File: src/shift_register_pkg.sv
// Constants shared by the four-stage bidirectional shift register and its register interface.
// What this block does
// - While clear is low, all four stages are forced low; other inputs are ignored.
// - With clear high, contents change only on an enabled rising edge of the shift clock, or on a software step or clear.
// - Both mode bits high: a rising edge loads the four parallel inputs, in order.
// - Upper low, lower high: shift toward the last stage, first takes right serial.
// - Upper high, lower low: shift toward the first stage, last takes left serial.
// - Both mode bits low: all stages keep their prior values.
package shift_register_pkg;

    // ************************************************************
    // Register map and field layout
    // ************************************************************
    localparam logic [11:0] CTRL_OFFSET = 12'h000;
    localparam logic [11:0] STATUS_OFFSET = 12'h004;
    localparam logic [11:0] EDGE_COUNT_OFFSET = 12'h008;

    localparam int CTRL_SW_CLEAR_BIT = 0;
    localparam int CTRL_SW_STEP_BIT = 1;
    localparam int CTRL_PIN_CLOCK_EN_BIT = 2;
    localparam logic [31:0] CTRL_RESET = 32'h0000_0004;

    localparam int STATUS_STAGES_LSB = 0;
    localparam int STATUS_MODE_LSB = 4;
    localparam int STATUS_CLEAR_PIN_BIT = 6;
    localparam int STATUS_LAST_OP_LSB = 8;

    localparam int EDGE_COUNT_WIDTH = 16;
    localparam logic [15:0] EDGE_COUNT_RESET = 16'h0000;
    localparam logic [3:0] STAGES_RESET = 4'h0;

    // ************************************************************
    // Mode select encodings, written as {upper, lower}
    // ************************************************************
    localparam logic [1:0] MODE_HOLD = 2'h0;
    localparam logic [1:0] MODE_SHIFT_RIGHT = 2'h1;
    localparam logic [1:0] MODE_SHIFT_LEFT = 2'h2;
    localparam logic [1:0] MODE_LOAD = 2'h3;

    // Last operation performed, one-hot.
    typedef enum logic [4:0] {
        OP_CLEAR = 5'h01,
        OP_HOLD = 5'h02,
        OP_RIGHT = 5'h04,
        OP_LEFT = 5'h08,
        OP_LOAD = 5'h10
    } last_op_e;

endpackage

File: src/shift_stages.sv
// Storage stages of the universal shift register with per-stage next-value selection.
`timescale 1ns/1ns
module shift_stages #(
    parameter int WIDTH = 4
) (
    input wire logic clk,
    input wire logic rst_n,
    input wire logic clear,
    input wire logic step,
    input wire logic [1:0] mode,
    input wire logic right_in,
    input wire logic left_in,
    input wire logic [WIDTH-1:0] par_in,
    output logic [WIDTH-1:0] stages_reg
);

    generate
        if (WIDTH < 2) begin : g_bad_width
            $error("shift_stages needs at least two stages");
        end
    endgenerate

    logic [WIDTH-1:0] stages_next;

    // ************************************************************
    // Next value per stage; index 0 is the first stage
    // ************************************************************
    genvar i;
    generate
        for (i = 0; i < WIDTH; i++) begin : g_stage
            logic from_prev;
            logic from_succ;
            if (i == 0) begin : g_first
                assign from_prev = right_in;
            end else begin : g_mid_prev
                assign from_prev = stages_reg[i-1];
            end
            if (i == WIDTH - 1) begin : g_last
                assign from_succ = left_in;
            end else begin : g_mid_succ
                assign from_succ = stages_reg[i+1];
            end
            always_comb begin
                stages_next[i] = stages_reg[i];
                if (clear) begin
                    stages_next[i] = 1'b0;
                end else if (step) begin
                    case (mode)
                        shift_register_pkg::MODE_LOAD: stages_next[i] = par_in[i];
                        shift_register_pkg::MODE_SHIFT_RIGHT: stages_next[i] = from_prev;
                        shift_register_pkg::MODE_SHIFT_LEFT: stages_next[i] = from_succ;
                        default: stages_next[i] = stages_reg[i];
                    endcase
                end
            end
        end
    endgenerate

    always_ff @(posedge clk) begin
        if (!rst_n) begin
            stages_reg <= WIDTH'(0);
        end else begin
            stages_reg <= stages_next;
        end
    end

endmodule

File: src/bidirectional_shift_register_4bit.sv
// Four-stage bidirectional shift register with pin control and an APB register interface.
`timescale 1ns/1ns
module bidirectional_shift_register_4bit #(
    parameter int ADDR_WIDTH = 12
) (
    input wire logic CLK,
    input wire logic RST_N,
    input wire logic CLEAR_N,
    input wire logic SHIFT_CLOCK,
    input wire logic MODE_SELECT_UPPER,
    input wire logic MODE_SELECT_LOWER,
    input wire logic RIGHT_SHIFT_SERIAL_IN,
    input wire logic LEFT_SHIFT_SERIAL_IN,
    input wire logic PARALLEL_IN_ONE,
    input wire logic PARALLEL_IN_TWO,
    input wire logic PARALLEL_IN_THREE,
    input wire logic PARALLEL_IN_FOUR,
    output logic STAGE_ONE_OUT,
    output logic STAGE_TWO_OUT,
    output logic STAGE_THREE_OUT,
    output logic STAGE_FOUR_OUT,
    input wire logic PSEL,
    input wire logic PENABLE,
    input wire logic PWRITE,
    input wire logic [ADDR_WIDTH-1:0] PADDR,
    input wire logic [31:0] PWDATA,
    input wire logic [3:0] PSTRB,
    output logic [31:0] PRDATA,
    output logic PREADY,
    output logic PSLVERR
);

    generate
        if (ADDR_WIDTH < 4 || ADDR_WIDTH > 32) begin : g_bad_addr
            $error("ADDR_WIDTH must lie between 4 and 32");
        end
    endgenerate

    // ************************************************************
    // Pin sampling and clock edge detection
    // ************************************************************
    logic [1:0] mode;
    logic [3:0] par_in;
    logic shift_clock_prev_reg;
    logic pin_rise;
    logic clear;
    logic step;

    assign mode = {MODE_SELECT_UPPER, MODE_SELECT_LOWER};
    assign par_in = {PARALLEL_IN_FOUR, PARALLEL_IN_THREE, PARALLEL_IN_TWO, PARALLEL_IN_ONE};

    // The shift clock pin is an ordinary synchronous input; only its low-to-high change acts.
    always_ff @(posedge CLK) begin
        if (!RST_N) begin
            shift_clock_prev_reg <= 1'b0;
        end else begin
            shift_clock_prev_reg <= SHIFT_CLOCK;
        end
    end

    // ************************************************************
    // Control register
    // ************************************************************
    logic apb_write;
    logic apb_setup;
    logic addr_ctrl;
    logic addr_status;
    logic addr_count;
    logic addr_hit;
    logic [31:0] ctrl_reg;
    logic sw_clear_reg;
    logic sw_step_reg;
    logic pin_clock_en;

    assign apb_setup = PSEL && !PENABLE;
    assign apb_write = PSEL && PENABLE && PWRITE && PSTRB[0];

    always_comb begin
        addr_ctrl = 1'b0;
        addr_status = 1'b0;
        addr_count = 1'b0;
        if (32'(PADDR) == 32'(shift_register_pkg::CTRL_OFFSET)) begin
            addr_ctrl = 1'b1;
        end else if (32'(PADDR) == 32'(shift_register_pkg::STATUS_OFFSET)) begin
            addr_status = 1'b1;
        end else if (32'(PADDR) == 32'(shift_register_pkg::EDGE_COUNT_OFFSET)) begin
            addr_count = 1'b1;
        end
    end

    assign addr_hit = addr_ctrl || addr_status || addr_count;

    // The pin clock can be gated off so that software alone steps the register.
    always_ff @(posedge CLK) begin
        if (!RST_N) begin
            ctrl_reg <= shift_register_pkg::CTRL_RESET;
        end else if (apb_write && addr_ctrl) begin
            ctrl_reg <= {29'h0000_0000, PWDATA[shift_register_pkg::CTRL_PIN_CLOCK_EN_BIT], 2'h0};
        end
    end

    // Software clear and step are one-cycle pulses; writing a one does not stay in the register.
    always_ff @(posedge CLK) begin
        if (!RST_N) begin
            sw_clear_reg <= 1'b0;
        end else begin
            sw_clear_reg <= apb_write && addr_ctrl && PWDATA[shift_register_pkg::CTRL_SW_CLEAR_BIT];
        end
    end

    // A step written together with a clear is lost, because clear wins in the stages.
    always_ff @(posedge CLK) begin
        if (!RST_N) begin
            sw_step_reg <= 1'b0;
        end else begin
            sw_step_reg <= apb_write && addr_ctrl && PWDATA[shift_register_pkg::CTRL_SW_STEP_BIT];
        end
    end

    assign pin_clock_en = ctrl_reg[shift_register_pkg::CTRL_PIN_CLOCK_EN_BIT];
    assign pin_rise = pin_clock_en && SHIFT_CLOCK && !shift_clock_prev_reg;
    assign clear = !CLEAR_N || sw_clear_reg;
    assign step = pin_rise || sw_step_reg;

    // ************************************************************
    // Storage stages
    // ************************************************************
    logic [3:0] stages_reg;

    // Mode and data are taken only in the cycle of the edge, so they must be steady then.
    shift_stages #(
        .WIDTH(4)
    ) u_stages (
        .clk(CLK),
        .rst_n(RST_N),
        .clear(clear),
        .step(step),
        .mode(mode),
        .right_in(RIGHT_SHIFT_SERIAL_IN),
        .left_in(LEFT_SHIFT_SERIAL_IN),
        .par_in(par_in),
        .stages_reg(stages_reg)
    );

    // Outputs are the stage flip-flops themselves, with no further register between.
    assign STAGE_ONE_OUT = stages_reg[0];
    assign STAGE_TWO_OUT = stages_reg[1];
    assign STAGE_THREE_OUT = stages_reg[2];
    assign STAGE_FOUR_OUT = stages_reg[3];

    // ************************************************************
    // Last operation and edge counter
    // ************************************************************
    shift_register_pkg::last_op_e last_op_reg;
    shift_register_pkg::last_op_e last_op_next;
    logic [shift_register_pkg::EDGE_COUNT_WIDTH-1:0] edge_count_reg;
    logic [shift_register_pkg::EDGE_COUNT_WIDTH-1:0] edge_count_next;

    always_comb begin
        last_op_next = last_op_reg;
        if (clear) begin
            last_op_next = shift_register_pkg::OP_CLEAR;
        end else if (step) begin
            case (mode)
                shift_register_pkg::MODE_LOAD: last_op_next = shift_register_pkg::OP_LOAD;
                shift_register_pkg::MODE_SHIFT_RIGHT: last_op_next = shift_register_pkg::OP_RIGHT;
                shift_register_pkg::MODE_SHIFT_LEFT: last_op_next = shift_register_pkg::OP_LEFT;
                default: last_op_next = shift_register_pkg::OP_HOLD;
            endcase
        end
    end

    always_ff @(posedge CLK) begin
        if (!RST_N) begin
            last_op_reg <= shift_register_pkg::OP_CLEAR;
        end else begin
            last_op_reg <= last_op_next;
        end
    end

    // A write clears the counter, but an edge in the same cycle still counts.
    always_comb begin
        edge_count_next = edge_count_reg;
        if (apb_write && addr_count) begin
            edge_count_next = shift_register_pkg::EDGE_COUNT_RESET;
        end
        if (step && !clear) begin
            edge_count_next = edge_count_next + 16'h0001;
        end
    end

    always_ff @(posedge CLK) begin
        if (!RST_N) begin
            edge_count_reg <= shift_register_pkg::EDGE_COUNT_RESET;
        end else begin
            edge_count_reg <= edge_count_next;
        end
    end

    // ************************************************************
    // APB read path
    // ************************************************************
    logic [31:0] rdata_next;
    logic [31:0] status_word;
    logic [31:0] prdata_reg;
    logic pslverr_reg;

    always_comb begin
        status_word = 32'h0000_0000;
        status_word[shift_register_pkg::STATUS_STAGES_LSB +: 4] = stages_reg;
        status_word[shift_register_pkg::STATUS_MODE_LSB +: 2] = mode;
        status_word[shift_register_pkg::STATUS_CLEAR_PIN_BIT] = CLEAR_N;
        status_word[shift_register_pkg::STATUS_LAST_OP_LSB +: 5] = last_op_reg;
    end

    always_comb begin
        rdata_next = 32'h0000_0000;
        if (addr_ctrl) begin
            rdata_next = ctrl_reg;
        end else if (addr_status) begin
            rdata_next = status_word;
        end else if (addr_count) begin
            rdata_next = {16'h0000, edge_count_reg};
        end
    end

    // Read data is captured in the setup cycle so it leaves a flip-flop in the access cycle.
    // The status word therefore shows the stages as they stood at the setup edge.
    always_ff @(posedge CLK) begin
        if (!RST_N) begin
            prdata_reg <= 32'h0000_0000;
        end else if (apb_setup) begin
            prdata_reg <= PWRITE ? 32'h0000_0000 : rdata_next;
        end
    end

    // The error flag is decided at setup as well, so the access cycle needs no decoding.
    always_ff @(posedge CLK) begin
        if (!RST_N) begin
            pslverr_reg <= 1'b0;
        end else if (apb_setup) begin
            pslverr_reg <= !addr_hit;
        end
    end

    assign PRDATA = prdata_reg;
    assign PREADY = 1'b1;
    assign PSLVERR = PSEL && PENABLE && pslverr_reg;

endmodule

File: config.mk
export PLATFORM = sky130hd
export DESIGN_NAME = bidirectional_shift_register_4bit
export DESIGN_NICKNAME = d
export VERILOG_FILES = /design/src/shift_register_pkg.sv /design/src/shift_stages.sv /design/src/bidirectional_shift_register_4bit.sv
export SDC_FILE = /design/constraint.sdc
export NUM_CORES = 1
export LEC_CHECK = 0
export BUFFER_PORTS_ARGS = -buffer_cell sky130_fd_sc_hd__buf_4
export CORE_ASPECT_RATIO = 1.75
export CORE_MARGIN = 5
export CORE_UTILIZATION = 50
export CTS_CLUSTER_SIZE = 24
export DETAILED_ROUTE_END_ITERATION = 8
export GPL_TIMING_DRIVEN = 0
export PLACE_DENSITY_LB_ADDON = 0.15
export SLEW_MARGIN = 20
export SYNTH_ARGS = -nofsm -noshare
export SYNTH_HDL_FRONTEND = slang
export SYNTH_SLANG_ARGS = --single-unit
File: constraint.sdc
create_clock -name CLK -period 6.8 [get_ports CLK]
set_input_delay 0 -clock CLK [delete_from_list [all_inputs] [get_ports CLK]]
set_output_delay 0 -clock CLK [all_outputs]
set_load 0.02 [all_outputs]
==> metrics.cfg <==
[yosys]
seq_area_frac_synth_pct = 40.93
yosysUniqueCellTypes = 43
synth_top_area_share_pct = 40.93
avgSynthCellArea_um2 = 8.653
yosysTopAreaCell = dfxtp_1
ys.warnings.count = 0
ys_top_cells_by_area = dfxtp_1 41%, o21ai_0 6.5%, buf_4 6.0%
ys_ff_latch = 46
syn_area_um2 = 2250
syn_inst = 260

[grt]
grt_pass1_wl_mm = 8.956
grt_max_degree = 16
track_usage_pct = 19.14
grt.overflow.total = 0
grt_pass1_vias = 2026
grt_antenna_before_repair = 0

[sta]
period_minus_slack_ns = 2.358
fmax_ghz = 0.4241
finalMaxSlewViolations = 0
rsz0062_at_grt = no
setup-tns-final_ns = 0
fin_crit_sh_pct = 34.68
finalHoldViolCount = 0
holdWs_ns = 0.006101
tightest_slew_ns = 0.6160
finClkSkew_ns = 0.003592
finalSetupViolations = 0
max_slew_margin_pct = 58.50

[worst_setup_path]
crit_path_end_kind = flop
timing.rr.end = edge_count_reg[5]
critPathArrivalTime_ns = 2.59
cp_slowest_cell = or4_1
worstPathCellList = buf_4 -> or4_1 -> or4_1 -> buf_2 -> and2_2 -> ha_1 -> and4b_1 -> o21ai_0 -> o21ai_0 -> a21oi_1
rrSetupSlack_ns = 4.83
r2r_cells = 6
required_ns = 7.03
worstPathMaxFanout = 7
path_class = in -> reg
timing.rr.start = ctrl_reg[2]
slowest_delay_ns = 0.56
start_kind = input port

[placement]
postPlaceCellArea_um2 = 2753
placedCellCount = 377
place_hpwl_mm = 4.180
io_buffers = 51
gp_congestion = 0.8160

[floorplanning]
ios = 101
die_area_um2 = 5994
chipHeight_um = 98.74
fp-row-count = 32
initial_utilization_pct = 51.08
die_w_um = 60.71
core_um2 = 4404

[detailed_routing]
drtAntennaViolNets = 0
totalWireLength_mm = 5.387
first_pass_iters = 4
drt_drc_violations_left = 0
wl_per_cell_um = 13.81
drt-initial-drc-count = 52
dr_total_vias = 2100
drt-vias-per-instance = 5.385

[cts]
cts_tree = built
cts_setup_buffers = 0
cts_resized = 0
clkLatencyLatePin_ns = 0.30
clock_path_buffers = 2
postCtsHoldBufs = 5
cts-root-buf = clkbuf_8
cts.sinks = 46
h-tree-depth = 2
cts_made_buffers = 5
clk_pin_slew_worst_paths_ns = 0.09

[worst_hold_path]
hold_depth = 3
hold_class = in -> reg
hold_end = u_stages.stages_reg[2]
min-delay-start = PARALLEL_IN_THREE

[cells_and_area]
drive_above_1_share_pct = 25.07
stdcell_area_um2 = 2915
fill_cells = 387
fin_util_pct = 66.19
instances_no_fill = 390
syn_to_final_growth_pct = 29.59
antennaDiodeCount = 0
num-nets-final = 408

[status]
status = finished clean

[job]
max-cap-violations = 0

[power]
power_density_nw_per_um2 = 186.6
leakagePower_uw = 0.001202
ir_drop_mv = 0.1671

through the flow:
step | total power (uW) | worst slack (ns)
5_1_grt | 565.6 | 4.357
3_3_place_gp | 341.5 | 4.209
2_1_floorplan | 318.3 | 4.506
4_1_cts | 548.2 | 4.481
6_report | 544.0 | 4.442
3_5_place_dp | 342.3 | 4.179
cells in the final DEF, fill, tap and decap left out, types with 8 or more instances in the layout:
cell type / instances
a21oi_1: 18
a22oi_1: 15
and3_1: 8
buf_4: 69
clkbuf_1: 9
conb_1: 17
dfxtp_1: 46
nand2_1: 32
o211ai_1: 8
o21ai_0: 29
power by group:
group,leakage (uW),total (uW),internal [uW],switching [uW]
combinational,0.000772,65.4,30.1,35.3
clock,0.0000585,205,110,94.8
sequential,0.000372,274,272,1.89
total,0.00120,544,412,132
area by class of cell:
type	count	area, um2	area share (%)
Multi-Input combinational cell	196	1192	40.90
Sequential cell	46	920.9	31.59
Timing Repair Buffer	56	432.9	14.85
Buffer	29	177.7	6.094
Clock buffer	5	68.82	2.361
Tap cell	51	63.81	2.189
Clock inverter	3	43.79	1.502
Inverter	4	15.01	0.5150
synth_stat cells (all sizes together):
cell,instances
a211o,1
a21boi,1
a21o,1
a21oi,18
a22o,1
a22oi,15
a31oi,1
a32o,4
and2,3
and3,9
and3b,1
and4,2
and4b,1
buf,20
clkbuf,9
conb,2
dfxtp,46
ha,7
inv,4
mux2i,2
nand2,32
nand3,2
nand4,2
nor2,4
nor2b,6
nor3,1
nor4,2
o2111ai,1
o211ai,8
o21a,2
o21ai,29
o21ba,2
o22ai,1
o31ai,3
or3,6
or4,7
or4b,1
xor2,3
worst max-delay path by stage:
| stage | startpoint | to | slack, ns | cells past startpoint |
|---|---|---|---|---|
| detailed placement | PADDR[1] | edge_count_reg[10] | 4.18 | 10 |
| floorplan | PADDR[1] | edge_count_reg[8] | 4.51 | 9 |
| CTS | PADDR[1] | edge_count_reg[10] | 4.48 | 10 |
| finish | PADDR[1] | edge_count_reg[10] | 4.44 | 10 |
| global placement | PADDR[1] | edge_count_reg[14] | 4.21 | 10 |
| global route | PADDR[1] | edge_count_reg[10] | 4.36 | 10 |
cell families (layout without fill, tap and decap cells):
group / Yosys count / after routing / synth area share [%]
AOI/OAI and AO/OA: 88 / 88 / 25.03
xor gates and xnor gates: 3 / 3 / 1.168
adders and majority gates: 7 / 7 / 3.893
buffers and inverters: 33 / 97 / 8.564
DFF: 46 / 46 / 40.93
muxes: 2 / 2 / 0.8899
other: 2 / 17 / 0.3338
and+or+nand+nor: 79 / 79 / 19.19
routing by layer:
metal | part of all wire, % | up-vias | GRT usage (%)
met5 | 0 | - | 0
met3 | 4.6 | 13 | 3.932
li1 | - | 1075 | -
met2 | 54 | 51 | 33.64
met4 | 2.5 | 0 | 7.846
met1 | 39 | 961 | 21.39
critical path: cells and delay by family:
| family | cells | cell delay (ns) |
|---|---|---|
| AO/OA/AOI/OAI | 3 | 0.58 |
| adder cells (fa/ha/maj) | 1 | 0.22 |
| buffers and inverters | 2 | 0.27 |
| AND/OR/NAND/NOR | 4 | 1.51 |
Note: power is estimated with default switching activity, not from simulation.
